**config.mk**
```make
export PLATFORM = sky130hd
export DESIGN_NAME = iev_core
export DESIGN_NICKNAME = d
export VERILOG_FILES = /design/src/iev_pkg.sv /design/src/iev_core.sv
export VERILOG_INCLUDE_DIRS = /design/src
export SDC_FILE = /design/constraint.sdc
export NUM_CORES = 1
export LEC_CHECK = 0
export BUFFER_PORTS_ARGS = -buffer_cell sky130_fd_sc_hd__buf_4
export CORE_MARGIN = 2
export CORE_UTILIZATION = 40
export CTS_CLUSTER_SIZE = 8
export DETAILED_ROUTE_END_ITERATION = 8
export GPL_TIMING_DRIVEN = 0
export SYNTH_ARGS = -nofsm -noshare
export SYNTH_HDL_FRONTEND = slang
export SYNTH_SLANG_ARGS = --single-unit
```
**constraint.sdc**
```tcl
create_clock -name mclk -period 2.05 [get_ports mclk]
set_clock_uncertainty 0.1 [all_clocks]
set_input_delay 0.3075 -clock mclk [delete_from_list [all_inputs] [get_ports mclk]]
set_output_delay 0.3075 -clock mclk [all_outputs]
set_load 0.02 [all_outputs]
```
**src/iev_regs.svh**
```systemverilog
// Vector numbers, serial frame length and reset values of the vectoring unit
`ifndef IEV_REGS_SVH
`define IEV_REGS_SVH

`define IEV_VEC_DIVIDE    8'h00
`define IEV_VEC_DEBUG     8'h01
`define IEV_VEC_NMI       8'h02
`define IEV_VEC_BREAK     8'h03
`define IEV_VEC_OVERFLOW  8'h04
`define IEV_VEC_BOUNDS    8'h05
`define IEV_VEC_BADOP     8'h06
`define IEV_VEC_NODEV     8'h07
`define IEV_VEC_DOUBLE    8'h08
`define IEV_VEC_TASKSTATE 8'h0a
`define IEV_VEC_ABSENT    8'h0b
`define IEV_VEC_STACK     8'h0c
`define IEV_VEC_PROTECT   8'h0d
`define IEV_VEC_PAGING    8'h0e
`define IEV_VEC_FLOAT     8'h10
`define IEV_VEC_ALIGN     8'h11
`define IEV_VEC_MCHECK    8'h12
`define IEV_VEC_MASK_LO 8'h20
`define IEV_SER_BITS    4'h8
`define IEV_SER_CNT_RST 4'h0
`define IEV_IF_RST      1'b0

`endif

```
**src/iev_pkg.sv**
```systemverilog
// Types shared by the vectoring unit and its users
package iev_pkg;

  typedef enum logic [1:0] {
    IEV_FAULT = 2'h0,
    IEV_TRAP  = 2'h1,
    IEV_ABORT = 2'h2,
    IEV_MASKABLE_REQUEST_PIN  = 2'h3
  } iev_class_t;

  typedef enum logic [3:0] {
    IEV_C_DIVIDE    = 4'h0,
    IEV_C_DEBUG     = 4'h1,
    IEV_C_BREAK     = 4'h2,
    IEV_C_OVERFLOW  = 4'h3,
    IEV_C_BOUNDS    = 4'h4,
    IEV_C_BADOP     = 4'h5,
    IEV_C_NODEV     = 4'h6,
    IEV_C_TASKSTATE = 4'h7,
    IEV_C_ABSENT    = 4'h8,
    IEV_C_STACK     = 4'h9,
    IEV_C_PROTECT   = 4'ha,
    IEV_C_PAGING    = 4'hb,
    IEV_C_FLOAT     = 4'hc,
    IEV_C_ALIGN     = 4'hd,
    IEV_C_MCHECK    = 4'he
  } iev_cause_t;

  typedef enum logic [4:0] {
    IEV_IDLE   = 5'b00001,
    IEV_ACK    = 5'b00010,
    IEV_ENTRY  = 5'b00100,
    IEV_HANDLE = 5'b01000,
    IEV_HALT   = 5'b10000
  } iev_state_t;

  // Exception report from the execution pipeline
  typedef struct packed {
    logic       valid;
    iev_cause_t cause;
    logic       as_trap;
  } iev_exc_t;

  // Software interrupt instruction with its vector operand
  typedef struct packed {
    logic       valid;
    logic [7:0] vector;
  } iev_swint_t;

  // Event handed to the dispatch logic
  typedef struct packed {
    logic [7:0] vector;
    iev_class_t cls;
    logic       push_err;
    logic       err_zero;
  } iev_disp_t;

endpackage : iev_pkg

```
**src/iev_core.sv**
```systemverilog
// Interrupt and exception vectoring unit
//
// Contract
// (RULE1) Non-maskable pin gives vector 2, never suppressed
// (RULE2) Maskable from request pin or serial pins
// (RULE3) Maskable requests wait while enable flag clear
// (RULE4) Software interrupt instruction always taken; core ignores swint unless idle with no exception and no unblocked NMI pending
// (RULE5) Vectors 0-31 for exceptions and non-maskable
// (RULE6) Vectors 32-255 legal for maskable sources
// (RULE7) Controller supplies vector during acknowledge cycle
// (RULE8) Divide error: vector 0, fault, no code
// (RULE9) Debug: vector 1, fault or trap, no code
// (RULE10) Breakpoint 3, overflow 4, traps, no code
// (RULE11) Bounds 5, invalid opcode 6, faults, no code
// (RULE12) No device 7, float error 16, faults
// (RULE13) Double fault: vector 8, abort, zero code
// (RULE14) Never vector 9, 15 or 19-31
// (RULE15) Invalid task state: vector 10, fault, code
// (RULE16) Segment absent: vector 11, fault, code
// (RULE17) Stack failure: vector 12, fault, code
// (RULE18) Protection 13 fault/trap, paging 14 fault, code
// (RULE19) Alignment 17 zero code; machine check 18 abort
// (RULE20) Suspend program, run handler, then resume
// (RULE21) Enable flag clear after reset
// (RULE22) Block non-maskable until interrupt return
// (RULE23) Vector carried as 8 bits, class, code flag
`timescale 1ns/1ps
`include "iev_regs.svh"

module iev_core #(
  parameter bit MC_PUSHES_ERR = 1'b0
) (
  // Clock and reset
  input  wire logic              mclk,
  input  wire logic              rst_n,
  // Interrupt pins
  input  wire logic              nmi_pin,
  input  wire logic              maskable_request_pin,
  input  wire logic [1:0]        local_serial_request_pins,
  // Acknowledge cycle with the external controller
  output logic                   intack,
  input  wire logic              ack_valid,
  input  wire logic [7:0]        ack_vector,
  // Flag control from the instruction stream
  input  wire logic              flag_set,
  input  wire logic              flag_clear,
  input  wire logic              interrupt_return,
  // Software interrupts and exceptions
  input  wire iev_pkg::iev_swint_t swint,
  input  wire iev_pkg::iev_exc_t   exc,
  // Dispatch towards the handler entry logic
  output logic                   disp_valid,
  input  wire logic              disp_ready,
  output iev_pkg::iev_disp_t     disp,
  // Program state
  output logic                   suspend,
  output logic                   resume,
  output logic                   halted,
  output logic                   enable_flag,
  output logic                   nmi_blocked
);
  import iev_pkg::*;

  iev_state_t state;
  iev_state_t next_state;
  logic       nmi_prev;
  logic       nmi_pend;
  logic [7:0] ser_shift;
  logic [3:0] ser_cnt;
  logic [7:0] ser_vector;
  logic       ser_pend;
  logic       ser_done;
  logic       in_abort;
  logic       take_exc;
  logic       take_nmi;
  logic       take_sw;
  logic       take_pin;
  logic       take_ser;
  logic       entry_exc;
  iev_disp_t  exc_disp;
  iev_disp_t  next_disp;

  // Map a detected exception to its vector, class and error code
  function automatic iev_disp_t map_exc(input iev_exc_t e);
    iev_disp_t d;
    d.vector   = `IEV_VEC_BADOP;
    d.cls      = IEV_FAULT;
    d.push_err = 1'b0;
    d.err_zero = 1'b0;
    case (e.cause)
      IEV_C_DIVIDE: begin
        d.vector = `IEV_VEC_DIVIDE; // RULE8
      end
      IEV_C_DEBUG: begin
        d.vector = `IEV_VEC_DEBUG; // RULE9
        d.cls    = e.as_trap ? IEV_TRAP : IEV_FAULT; // RULE9
      end
      IEV_C_BREAK: begin
        d.vector = `IEV_VEC_BREAK; // RULE10
        d.cls    = IEV_TRAP;
      end
      IEV_C_OVERFLOW: begin
        d.vector = `IEV_VEC_OVERFLOW; // RULE10
        d.cls    = IEV_TRAP;
      end
      IEV_C_BOUNDS: begin
        d.vector = `IEV_VEC_BOUNDS; // RULE11
      end
      IEV_C_BADOP: begin
        d.vector = `IEV_VEC_BADOP; // RULE11
      end
      IEV_C_NODEV: begin
        d.vector = `IEV_VEC_NODEV; // RULE12
      end
      IEV_C_FLOAT: begin
        d.vector = `IEV_VEC_FLOAT; // RULE12
      end
      IEV_C_TASKSTATE: begin
        d.vector   = `IEV_VEC_TASKSTATE; // RULE15
        d.push_err = 1'b1;
      end
      IEV_C_ABSENT: begin
        d.vector   = `IEV_VEC_ABSENT; // RULE16
        d.push_err = 1'b1;
      end
      IEV_C_STACK: begin
        d.vector   = `IEV_VEC_STACK; // RULE17
        d.push_err = 1'b1;
      end
      IEV_C_PROTECT: begin
        d.vector   = `IEV_VEC_PROTECT; // RULE18
        d.cls      = e.as_trap ? IEV_TRAP : IEV_FAULT;
        d.push_err = 1'b1;
      end
      IEV_C_PAGING: begin
        d.vector   = `IEV_VEC_PAGING; // RULE18
        d.push_err = 1'b1;
      end
      IEV_C_ALIGN: begin
        d.vector   = `IEV_VEC_ALIGN; // RULE19
        d.push_err = 1'b1;
        d.err_zero = 1'b1;
      end
      IEV_C_MCHECK: begin
        d.vector   = `IEV_VEC_MCHECK; // RULE19
        d.cls      = IEV_ABORT;
        d.push_err = MC_PUSHES_ERR;
      end
      default: begin
        d.vector = `IEV_VEC_BADOP; // RULE14
      end
    endcase
    return d; // RULE5 RULE23
  endfunction : map_exc

  assign exc_disp = map_exc(exc);

  // Event selection at an instruction boundary, exceptions first
  always_comb begin
    take_exc = 1'b0;
    take_nmi = 1'b0;
    take_sw  = 1'b0;
    take_pin = 1'b0;
    take_ser = 1'b0;
    if (state == IEV_IDLE) begin
      if (exc.valid) begin
        take_exc = 1'b1;
      end else if (nmi_pend && !nmi_blocked) begin
        take_nmi = 1'b1; // RULE1 RULE22
      end else if (swint.valid) begin
        take_sw = 1'b1; // RULE4
      end else if (enable_flag && ser_pend) begin
        take_ser = 1'b1; // RULE2 RULE3
      end else if (enable_flag && maskable_request_pin) begin
        take_pin = 1'b1; // RULE2 RULE3
      end
    end
  end

  assign entry_exc = (state == IEV_ENTRY) && exc.valid;

  // Next dispatch contents
  always_comb begin
    next_disp = disp;
    if (take_exc) begin
      next_disp = exc_disp;
    end else if (take_nmi) begin
      next_disp = '{vector: `IEV_VEC_NMI, cls: IEV_MASKABLE_REQUEST_PIN, push_err: 1'b0, err_zero: 1'b0}; // RULE1
    end else if (take_sw) begin
      next_disp = '{vector: swint.vector, cls: IEV_TRAP, push_err: 1'b0, err_zero: 1'b0};
    end else if (take_ser) begin
      next_disp = '{vector: ser_vector, cls: IEV_MASKABLE_REQUEST_PIN, push_err: 1'b0, err_zero: 1'b0}; // RULE6
    end else if (state == IEV_ACK && ack_valid) begin
      next_disp = '{vector: ack_vector, cls: IEV_MASKABLE_REQUEST_PIN, push_err: 1'b0, err_zero: 1'b0}; // RULE6 RULE7
    end else if (entry_exc) begin
      next_disp = '{vector: `IEV_VEC_DOUBLE, cls: IEV_ABORT,
                    push_err: 1'b1, err_zero: 1'b1}; // RULE13
    end
  end

  // Sequencer
  always_comb begin
    next_state = state;
    case (state)
      IEV_IDLE: begin
        if (take_pin) begin
          next_state = IEV_ACK;
        end else if (take_exc || take_nmi || take_sw || take_ser) begin
          next_state = IEV_ENTRY;
        end
      end
      IEV_ACK: begin
        if (ack_valid) begin
          next_state = IEV_ENTRY; // RULE7
        end
      end
      IEV_ENTRY: begin
        if (entry_exc && disp.cls == IEV_ABORT && disp.vector == `IEV_VEC_DOUBLE) begin
          next_state = IEV_HALT;
        end else if (!entry_exc && disp_ready) begin
          next_state = IEV_HANDLE; // RULE20
        end
      end
      IEV_HANDLE: begin
        if (interrupt_return) begin
          next_state = in_abort ? IEV_HALT : IEV_IDLE; // RULE20
        end
      end
      IEV_HALT: begin
        next_state = IEV_HALT;
      end
      default: begin
        next_state = IEV_IDLE;
      end
    endcase
  end

  // State register
  always_ff @(posedge mclk or negedge rst_n) begin
    if (!rst_n) begin
      state <= IEV_IDLE;
    end else begin
      state <= next_state;
    end
  end

  // Dispatch register
  always_ff @(posedge mclk or negedge rst_n) begin
    if (!rst_n) begin
      disp <= '0;
    end else begin
      disp <= next_disp; // RULE23
    end
  end

  // Abort class handlers do not return to the program
  always_ff @(posedge mclk or negedge rst_n) begin
    if (!rst_n) begin
      in_abort <= 1'b0;
    end else if (state == IEV_ENTRY && next_state == IEV_HANDLE) begin
      in_abort <= (disp.cls == IEV_ABORT); // RULE20
    end
  end

  // Interrupt enable flag, cleared by reset
  always_ff @(posedge mclk or negedge rst_n) begin
    if (!rst_n) begin
      enable_flag <= `IEV_IF_RST; // RULE21
    end else if (flag_set) begin
      enable_flag <= 1'b1; // RULE3
    end else if (flag_clear) begin
      enable_flag <= 1'b0; // RULE3
    end
  end

  // Non-maskable edge capture; a new edge wins over the clear
  always_ff @(posedge mclk or negedge rst_n) begin
    if (!rst_n) begin
      nmi_prev <= 1'b0;
      nmi_pend <= 1'b0;
    end else begin
      nmi_prev <= nmi_pin;
      if (nmi_pin && !nmi_prev) begin
        nmi_pend <= 1'b1; // RULE1
      end else if (take_nmi) begin
        nmi_pend <= 1'b0;
      end
    end
  end

  // Further non-maskable deliveries held off until interrupt return
  always_ff @(posedge mclk or negedge rst_n) begin
    if (!rst_n) begin
      nmi_blocked <= 1'b0;
    end else if (take_nmi) begin
      nmi_blocked <= 1'b1; // RULE22
    end else if (interrupt_return) begin
      nmi_blocked <= 1'b0; // RULE22
    end
  end

  // Serial message: pin 0 strobes a bit on pin 1, eight bits MSB first
  assign ser_done = local_serial_request_pins[0] && (ser_cnt == `IEV_SER_BITS - 4'h1);

  always_ff @(posedge mclk or negedge rst_n) begin
    if (!rst_n) begin
      ser_shift <= '0;
      ser_cnt   <= `IEV_SER_CNT_RST;
    end else if (local_serial_request_pins[0]) begin
      ser_shift <= {ser_shift[6:0], local_serial_request_pins[1]}; // RULE2
      ser_cnt   <= ser_done ? `IEV_SER_CNT_RST : ser_cnt + 4'h1;
    end
  end

  // A message completing as the pending one is taken wins
  always_ff @(posedge mclk or negedge rst_n) begin
    if (!rst_n) begin
      ser_pend   <= 1'b0;
      ser_vector <= '0;
    end else if (ser_done) begin
      ser_pend   <= 1'b1; // RULE2
      ser_vector <= {ser_shift[6:0], local_serial_request_pins[1]};
    end else if (take_ser) begin
      ser_pend <= 1'b0;
    end
  end

  // Resume pulse after a recoverable handler returns
  always_ff @(posedge mclk or negedge rst_n) begin
    if (!rst_n) begin
      resume <= 1'b0;
    end else begin
      resume <= (state == IEV_HANDLE) && interrupt_return && !in_abort; // RULE20
    end
  end

  // Handshake and state outputs
  assign intack     = (state == IEV_ACK); // RULE7
  assign disp_valid = (state == IEV_ENTRY) && !entry_exc;
  assign suspend    = (state != IEV_IDLE); // RULE20
  assign halted     = (state == IEV_HALT);

endmodule : iev_core

```
==> reports/qor.txt, run 1 <==
first-pass GRT wire length -> 8110 um
syn avg cell area -> 10.3 um^2
GP Congestion -> 0.807
Setup crit end kind -> output pin
cells along the critical path -> nor2_2 -> and3_4 -> inv_4 -> buf_6 -> buf_4
core area -> 5410 um^2
grt total ovfl -> 0
Post-Layout Cell Count -> 344
number of buffers and inverters on the critical path -> 3
Setup Fix Bufs, Post-CTS -> 0
TNS Setup -> 0 ps
Die ar. -> 6130 um^2
CTS sink count -> 43
kind of critical path -> reg -> out
Synthesis Warnings -> 0
Synth Area in Simple Gates -> 18.7%
CTS Buffer Depth -> 2
largest net degree at the start of global routing -> 44
Yosys top cell area share -> 47.6%
final worst slack -> 84.2 ps
number of antenna violations at the first check in global routing -> 0
crit path max fanout -> 10
global router's overall resource usage -> 17.3%
Compound-Gate Fraction of Synth Area -> 17.3%
RSZ-0062 raised after global routing -> no
via/cell ratio -> 5.32
endpoints failing setup -> 0
post-synthesis adder-cell area fraction -> 0.567%
Fin. Hold Viols -> 0
via count -> 1829
Post-Syn Nets -> 249
kind of cell adding the most delay to the critical path -> simple AND/OR/NAND/NOR gates
number of core rows -> 27
most common cell in the synthesized netlist -> dfrtp_1
largest family of logic cells by synthesized area -> simple AND/OR/NAND/NOR gates
relative slew slack -> 62.2%
CP Launch Type -> flip-flop
final worst path period need -> 1970 ps
pre-CTS setup slack -> 78.8 ps
maximum capacitance violations -> 0
Initial Util -> 40.9%
PortBufs -> 50
max-slew violations -> 0
HP Class -> in -> reg
area post-placement -> 2670 um^2
number of global-route vias before repair -> 1662
drt first pass iters -> 4
placed cells -> 336
antenna cells -> 0
Synth top cells by count -> dfrtp_1, nand2_1, mux2_2, inv_1
Finished Cell Area -> 2780 um^2
Worst Max-Slew Pin Slew -> 563 ps
crit-path max cell delay -> 440 ps
drt first-iter violations -> 121
Crit. Startpoint -> state[4]
WL/cell -> 14.9 um
Yosys reg bits -> 43
filler cell count -> 512
clock root cell -> clkbuf_8
period utilization -> 95.9%
CTS tree -> built
Routed Antenna Nets -> 0
top post-synthesis cells by area -> dfrtp_1, mux2_2, nand2_1, o21ai_0, a21oi_1
chip width -> 78.3 um
largest area contributor in the netlist -> dfrtp_1
synth unique cells -> 56
Ports -> 53
final core area utilization -> 51.5%
sequential fraction of the synthesis area -> 48.8%
number of synthesized flops with an enable pin -> 0
Max Freq -> 0.509 GHz
Clock Latency Late Sink -> 300 ps
layout cells sized above 1 -> 33.1%
Hold Startpoint -> nmi_pin
Slowest-stage cell, CP -> dfrtp_1
Final #Nets -> 306
pwr dens -> 1210 nW/um^2
Primary FF master, synth -> dfrtp_1
WP data required -> 1640 ps
Post-synth ARST share -> 100%
Leakage -> 0.00130 uW
Arr. time, crit path -> 1560 ps
final wirelength -> 5130 um
reg-to-reg critical path startpoint -> state[2]
Die Y -> 78.3 um
mux cell area share after synthesis -> 9.58%
post-synthesis xor/xnor area fraction -> 0.397%
Post-route DRC -> 0
outcome -> completed
CTS HTree Levels -> 2
clock-pin slew on the worst setup and hold paths -> 80 ps
worst vdd ir -> 0.602 mV
hpwl dp -> 3840 um
Post-Synthesis Cell Area -> 2210 um^2
area delta synth->final -> 26.0%
Mapped Cells -> 214
CTS Buf Count -> 5
==> worst register-to-register path, cell delays in order (launching register included) <==
cell and delay, ps:
dfrtp_1 470, nor4b_2 390, nand3_1 200, o21ai_1 240
o2111ai_1 190, o211a_1 150
==> cell families (layout without fill, tap and decap cells) <==
kind of cell             after synthesis  count (layout)
flip-flops                            43              43
multiplexers                          19              19
XOR/XNOR                               1               1
AO/OA/AOI/OAI                         54              54
AND/OR/NAND/NOR                       73              73
buffers and inverters                 23              81
adder cells (fa/ha/maj)                1               1
==> through the flow <==
| stage | hold WS, ps | power, uW |
|---|---|---|
| after detailed placement | 235 | 2860 |
| after global placement | 238 | 2830 |
| final | 22.4 | 3360 |
| after global routing | 5.98 | 3600 |
| after CTS | 11.2 | 3390 |
| after floorplan | -88.1 | 2340 |
==> state kept, by name (all words and copies together), names as in the netlist, 4 cells and up <==
register    count
disp           12
ser_cnt         4
ser_shift       7
ser_vector      8
state           5
==> layout by cell type, fill, tap and decap left out, types with 6 or more instances in the layout <==
master    n
nor2_1   10
o21ai_0   9
mux2_2   17
dfrtp_1  42
a21oi_1   9
inv_1    12
nand3_1   8
buf_4    50
nand2_1  20
nor2b_1   6
==> routing by layer <==
layer | up-vias | track usage [%] | share of wire, %
met5 | - | 0 | 0
met4 | 0 | 5.26 | 0.70
met3 | 4 | 4.60 | 5.1
met2 | 41 | 25.7 | 45
met1 | 879 | 24.9 | 49
li1 | 905 | - | -
==> path summary, 6_finish.rpt <==
kind | endpoint | slack (ps) | depth (start not counted)
worst max register to register | disp[2] | 200 | 5
max in group asynchronous | state[0] | 1040 | 2
worst min-delay path | nmi_prev | 20 | 1
min in group asynchronous | disp[11] | 440 | 2
worst min register to register | nmi_pend | 320 | 1
worst max-delay path | suspend | 80 | 5
==> where the power goes <==
part	leakage (uW)	internal, uW	switching (uW)	total (uW)
logic	0.000724	662	760	1420
registers	0.000527	1170	252	1420
clock network	0.0000477	233	286	519
total	0.00130	2070	1300	3360
==> cell type report <==
| class | count | area, um^2 | area share, % |
|---|---|---|---|
| inverter | 13 | 51.3 | 1.84 |
| timing repair buffer | 51 | 385 | 13.8 |
| clock buffer | 5 | 68.8 | 2.47 |
| tap | 72 | 90.1 | 3.24 |
| clock inverter | 3 | 15.0 | 0.540 |
| sequential | 43 | 1080 | 38.7 |
| buffer | 9 | 43.8 | 1.57 |
| multi-input combinational | 148 | 1050 | 37.8 |
==> what timing repair did <==
item / CTS / global route
gates resized for setup: 0 / 6
hold buffers: 1 / 0
hold endpoints to repair: 42 / 0
endpoints found under the setup margin: 0 / 12
(Power assumes the default switching activity.)
==> inputs of run 2 (changes only) <==
Settings changed: CELL_PAD_IN_SITES_DETAIL_PLACEMENT from default to 0, CELL_PAD_IN_SITES_GLOBAL_PLACEMENT from default to 1, PLACE_DENSITY_LB_ADDON from default to 0.1.
==> run 2 against run 1 <==
  * Critical path depth grew 1
  * Non-clock buffer count grew 3
  * Fmax shrank 0.83%
  * Critical path type unchanged
==> reports/qor.txt, run 2 (synthesized netlist as in run 1, its figures left out) <==
chip width -> 78.3 um (unchanged)
Reg area -> 1080 um^2 (+0.47%)
GP Congestion -> 0.797 (-1.3%)
Tot Pwr -> 3420 uW (+1.7%)
number of core rows -> 27 (unchanged)
kind of critical path -> reg -> out
clock-pin slew on the worst setup and hold paths -> 80 ps (about the same)
P_int -> 2130 uW (+3.1%)
final core area utilization -> 52.1% (+0.60 points)
via count -> 1852 (+1.3%)
Arr. time, crit path -> 1570 ps (about the same)
antenna cells -> 0 (unchanged)
CTS HTree Levels -> 2 (unchanged)
Die Y -> 78.3 um (unchanged)
endpoints failing setup -> 0 (unchanged)
worst vdd ir -> 0.566 mV (-6.0%)
Net Switching -> 1290 uW (-0.44%)
first-pass GRT wire length -> 8800 um (+8.4%)
pwr dens -> 1220 nW/um^2 (+0.56%)
WL/cell -> 15.4 um (+3.4%)
area post-placement -> 2670 um^2 (unchanged)
Initial Util -> 40.9% (unchanged)
Crit Reg-Reg Endpoint -> state[1]
core area -> 5410 um^2 (unchanged)
largest registers -> disp (12), ser_vector (8), ser_shift (7)
Worst path most repeated cell -> buf_4
crit-path max cell delay -> 450 ps (about the same)
area of the multi-input gates -> 1040 um^2 (-0.60%)
Final #Nets -> 309 (+0.98%)
reg-to-reg critical path startpoint -> state[1]
TNS Setup -> 0 ps (unchanged)
Top reg by flops -> disp
kind of cell adding the most delay to the critical path -> buffers and inverters
Ports -> 53 (unchanged)
grt total ovfl -> 0 (unchanged)
CP Launch Type -> flip-flop
Setup crit end kind -> output pin
CTS Buffer Depth -> 2 (unchanged)
clock power share -> 16.4% (+1.0 points)
Fin. Hold Viols -> 0 (unchanged)
final wirelength -> 5350 um (+4.3%)
number of antenna violations at the first check in global routing -> 0 (unchanged)
Seq pwr share -> 41.3% (-1.0 points)
filler cell count -> 519 (+1.4%)
crit path max fanout -> 10 (unchanged)
HP Class -> in -> reg
largest net degree at the start of global routing -> 44 (unchanged)
most common cell after layout, fill and taps aside -> buf_4
Max Freq -> 0.504 GHz (-0.83%)
Post-route DRC -> 0 (unchanged)
DR WL met2 -> 2680 um (+16%)
switch share -> 37.8% (-0.82 points)
Hold Startpoint -> nmi_pin
Gate power share -> 42.3% (about the same)
met3 routed wirelength -> 182 um (-30%)
Slowest-stage cell, CP -> dfrtp_2
Routed Antenna Nets -> 0 (unchanged)
CTS sink count -> 43 (unchanged)
layout cells sized above 1 -> 34.2% (+1.1 points)
maximum capacitance violations -> 0 (unchanged)
most frequent cells in the layout -> buf_4, dfrtp_1, nand2_1
Crit. Startpoint -> state[1]
outcome -> completed
Finished Cell Area -> 2820 um^2 (+1.2%)
RSZ-0062 raised after global routing -> no
final worst path period need -> 1980 ps (+16.4 ps)
max layer used -> met4
area delta synth->final -> 27.5%
cells along the critical path -> nor2_4 -> and3_1 -> buf_6 -> inv_4 -> buf_4 -> buf_4
Leakage -> 0.00131 uW (+0.71%)
Hold Path End -> nmi_prev
clock root cell -> clkbuf_8
max-slew violations -> 0 (unchanged)
global router's overall resource usage -> 18.4% (+1.1 points)
hpwl dp -> 4080 um (+6.2%)
CTS tree -> built
Die ar. -> 6130 um^2 (unchanged)
drt first pass iters -> 4 (unchanged)
Min-Delay Path Depth -> 1 (unchanged)
metal1 wirelength -> 2410 um (-4.9%)
max reg flops -> 12 (unchanged)
WP data required -> 1640 ps (about the same)
PortBufs -> 50 (unchanged)
Worst Max-Slew Pin Slew -> 555 ps (-8.11 ps)
reg2reg setup slack -> 170 ps (-30 ps)
via/cell ratio -> 5.34 (+0.38%)
FF-to-FF path depth -> 8 (+3)
drt first-iter violations -> 87 (-28%)
Clock Latency Late Sink -> 300 ps (about the same)
final hold slack -> 37.6 ps (+15.2 ps)
relative slew slack -> 63.0% (+0.74 points)
number of global-route vias before repair -> 1808 (+8.8%)
CTS Buf Count -> 5 (unchanged)
period utilization -> 96.7% (+0.80 points)
number of buffers and inverters on the critical path -> 4 (+1)
-- run 2: cell count changes in the layout (fill, tap and decap cells not counted), sizes merged --
cell	change
buf	+3
clkinv	-2
clkbuf	+2
-- run 2: metrics by stage --
stage	setup slack, ps	std cells
2_1_floorplan	328	214
3_3_place_gp	24.0	336
3_5_place_dp	10.4	336
4_1_cts	10.7	345
5_1_grt	0.0181	347
6_report	67.8	347
-- run 2: power by group through the flow --
stage | Clock [uW] | Combinational, uW | Sequential [uW]
3_5_place_dp | 0 | 1440 | 1420
6_report | 561 | 1450 | 1410
2_1_floorplan | 0 | 831 | 1500
5_1_grt | 615 | 1590 | 1460
4_1_cts | 581 | 1440 | 1410
3_3_place_gp | 0 | 1420 | 1420
-- run 2: worst reg2reg max path: cells and delay by family, from the launching register on --
kind            cells  cell delay [ps]
simple gates        4              630
buf+inv             3              350
compound gates      1              240
flops               1              450
-- run 2: worst max path at each step --
| stage | endpoint | slack [ps] | cells past startpoint |
|---|---|---|---|
| after global placement | disp[1] | 20 | 5 |
| final | suspend | 70 | 6 |
| after detailed placement | disp[1] | 10 | 5 |
| after floorplan | ser_pend | 330 | 8 |
| after global routing | suspend | 0.02 | 6 |
| after CTS | suspend | 10 | 6 |
-- run 2: layout make-up --
class	count	area share, %
plain buffers	10	1.82
clock buffers	7	3.07
well taps	72	3.20
multi-input cells	148	37.1
flip-flops and latches	43	38.4
inverters	13	1.82
repair buffers	53	14.2
clock inverters	1	0.311
-- run 2: repair_timing --
action / in CTS / in global routing
buffers inserted: 0 / 2
resized for setup: 1 / 7
endpoints found under the hold margin: 42 / 0
hold buffers: 1 / 0
endpoints found under the setup margin: 1 / 12
pin swaps: 0 / 2
-- run 2: layer usage --
| layer | vias up | global-route usage (%) |
|---|---|---|
| met3 | 7 | 2.87 |
| met4 | 0 | 6.67 |
| met5 | - | 0 |
| met1 | 895 | 24.6 |
| li1 | 910 | - |
| met2 | 40 | 30.3 |
==> inputs of run 3 (changes only) <==
Settings changed: CELL_PAD_IN_SITES_DETAIL_PLACEMENT 0 to default, CELL_PAD_IN_SITES_GLOBAL_PLACEMENT 1 to default, PLACE_DENSITY_LB_ADDON 0.1 to default, SKIP_CTS_REPAIR_TIMING from default to 1.
==> run 3 against run 2 <==
  * Fmax increased by 0.55%
  * Critical path type unchanged
  * Hold slack got worse by 21 ps
  * Cell area is 1.2% lower
  * Highest routed layer unchanged
  * Die area is the same
  * Global-route usage fell by 1.1 points
  * Utilization decreased by 0.60 points
  * Critical path depth is 1 lower
  * Count of clock-buffer cells in the layout shrank 2
  * Power fell by 1.6%
==> reports/qor.txt, run 3 (synthesized netlist as in run 1, its figures left out) <==
largest net degree at the start of global routing -> 44 (unchanged)
final worst path period need -> 1970 ps (-10.8 ps)
maximum capacitance violations -> 0 (unchanged)
clock root cell -> clkbuf_8
CP Launch Type -> flip-flop
most frequent cells in the layout -> buf_4, dfrtp_1, nand2_1
pre-CTS setup slack -> 78.8 ps (+68.4 ps)
Tot Pwr -> 3370 uW (-1.6%)
max reg flops -> 12 (unchanged)
via/cell ratio -> 5.28 (-1.0%)
Die ar. -> 6130 um^2 (unchanged)
kind of critical path -> reg -> out
crit-path max cell delay -> 440 ps (about the same)
Routed Antenna Nets -> 0 (unchanged)
endpoints failing setup -> 0 (unchanged)
Top reg by flops -> disp
CTS sink count -> 43 (unchanged)
reg-to-reg critical path startpoint -> state[2]
number of core rows -> 27 (unchanged)
CTS Buf Count -> 5 (unchanged)
number of global-route vias before repair -> 1659 (-8.2%)
final wirelength -> 5130 um (-4.1%)
Max Freq -> 0.507 GHz (+0.55%)
CTS tree -> built
Ports -> 53 (unchanged)
largest registers -> disp (12), ser_vector (8), ser_shift (7)
GP Congestion -> 0.807 (+1.3%)
HP Class -> in -> reg
TNS Setup -> 0 ps (unchanged)
Hold Startpoint -> nmi_pin
WP data required -> 1640 ps (about the same)
Die Y -> 78.3 um (unchanged)
Setup crit end kind -> output pin
max-slew violations -> 0 (unchanged)
Final #Nets -> 306 (-0.97%)
Clock Latency Late Sink -> 300 ps (about the same)
core area -> 5410 um^2 (unchanged)
RSZ-0062 raised after global routing -> no
cells along the critical path -> nor2_2 -> and3_4 -> inv_4 -> buf_6 -> buf_4
Worst Max-Slew Pin Slew -> 562 ps (+6.54 ps)
chip width -> 78.3 um (unchanged)
CTS Buffer Depth -> 2 (unchanged)
crit path max fanout -> 10 (unchanged)
most common cell after layout, fill and taps aside -> buf_4
layout cells sized above 1 -> 33.1% (-1.1 points)
Crit. Startpoint -> state[4]
first-pass GRT wire length -> 8100 um (-7.9%)
number of buffers and inverters on the critical path -> 3 (-1)
Slowest-stage cell, CP -> dfrtp_1
drt first-iter violations -> 110 (+26%)
global router's overall resource usage -> 17.3% (-1.1 points)
outcome -> completed
CTS HTree Levels -> 2 (unchanged)
WL/cell -> 14.9 um (-3.3%)
kind of cell adding the most delay to the critical path -> simple AND/OR/NAND/NOR gates
PortBufs -> 50 (unchanged)
Initial Util -> 40.9% (unchanged)
relative slew slack -> 62.3% (-0.63 points)
Arr. time, crit path -> 1560 ps (about the same)
via count -> 1817 (-1.9%)
Leakage -> 0.00130 uW (-0.71%)
Fin. Hold Viols -> 0 (unchanged)
area delta synth->final -> 26.0%
clock-pin slew on the worst setup and hold paths -> 80 ps (about the same)
pwr dens -> 1210 nW/um^2 (-0.40%)
antenna cells -> 0 (unchanged)
period utilization -> 96.2% (-0.53 points)
drt first pass iters -> 4 (unchanged)
final worst slack -> 78.6 ps (+10.8 ps)
number of antenna violations at the first check in global routing -> 0 (unchanged)
hpwl dp -> 3840 um (-5.9%)
Post-route DRC -> 0 (unchanged)
worst vdd ir -> 0.603 mV (+6.6%)
grt total ovfl -> 0 (unchanged)
[run 3: changes by cell type in the layout (fill, tap and decap cells not counted)]
| cell | previous run | this run |
|---|---|---|
| dfrtp_1 | 38 | 42 |
| dfrtp_2 | 4 | 0 |
| buf_4 | 53 | 50 |
| clkinv_2 | 0 | 3 |
| and3_1 | 4 | 3 |
| and3_4 | 0 | 1 |
| clkbuf_1 | 5 | 4 |
| clkbuf_8 | 6 | 5 |
| clkinv_4 | 1 | 0 |
| nor2_2 | 0 | 1 |
| nor2_4 | 2 | 1 |
| nor4b_1 | 2 | 1 |
| nor4b_2 | 1 | 2 |
[run 3: path summary, 6_finish.rpt]
check / to / slack [ps] / cells after the start
min reg2reg: nmi_pend / 320 / 1
min: nmi_prev / 20 / 1
max reg2reg: disp[1] / 200 / 5
max in group asynchronous: state[0] / 1050 / 2
min in group asynchronous: disp[11] / 430 / 2
max: suspend / 80 / 5
[run 3: metal layers]
metal	routed length (um)	vias to the layer above	GRT usage [%]
li1	-	904	-
met1	2570	871	24.8
met2	2280	36	25.7
met3	228	6	4.60
met4	61	0	5.26
met5	0	-	0
[run 3: layout make-up]
| type | instances | area (um^2) |
|---|---|---|
| fillers | 511 | 2620 |
| repair buffers | 51 | 385 |
| flip-flops and latches | 43 | 1080 |
| inverters | 13 | 51.3 |
| well taps | 72 | 90.1 |
| plain buffers | 9 | 43.8 |
| clock buffers | 5 | 68.8 |
| clock inverters | 3 | 15.0 |
| multi-input cells | 148 | 1050 |
[run 3: power breakdown]
part	switching (uW)	internal (uW)
clock	292	233
combinational	760	662
sequential	251	1170
[run 3: metrics by stage]
stage / instances / util, % / hold WS (ps) / instance area (um^2)
after global routing: 344 / 51.5 / 5.98 / 2780
after detailed placement: 336 / 49.5 / 235 / 2670
after floorplan: 214 / - / -88.1 / 2210
final: 344 / 51.5 / 16.5 / 2780
after global placement: 336 / 49.5 / 238 / 2670
after CTS: 344 / 51.0 / -91.1 / 2760
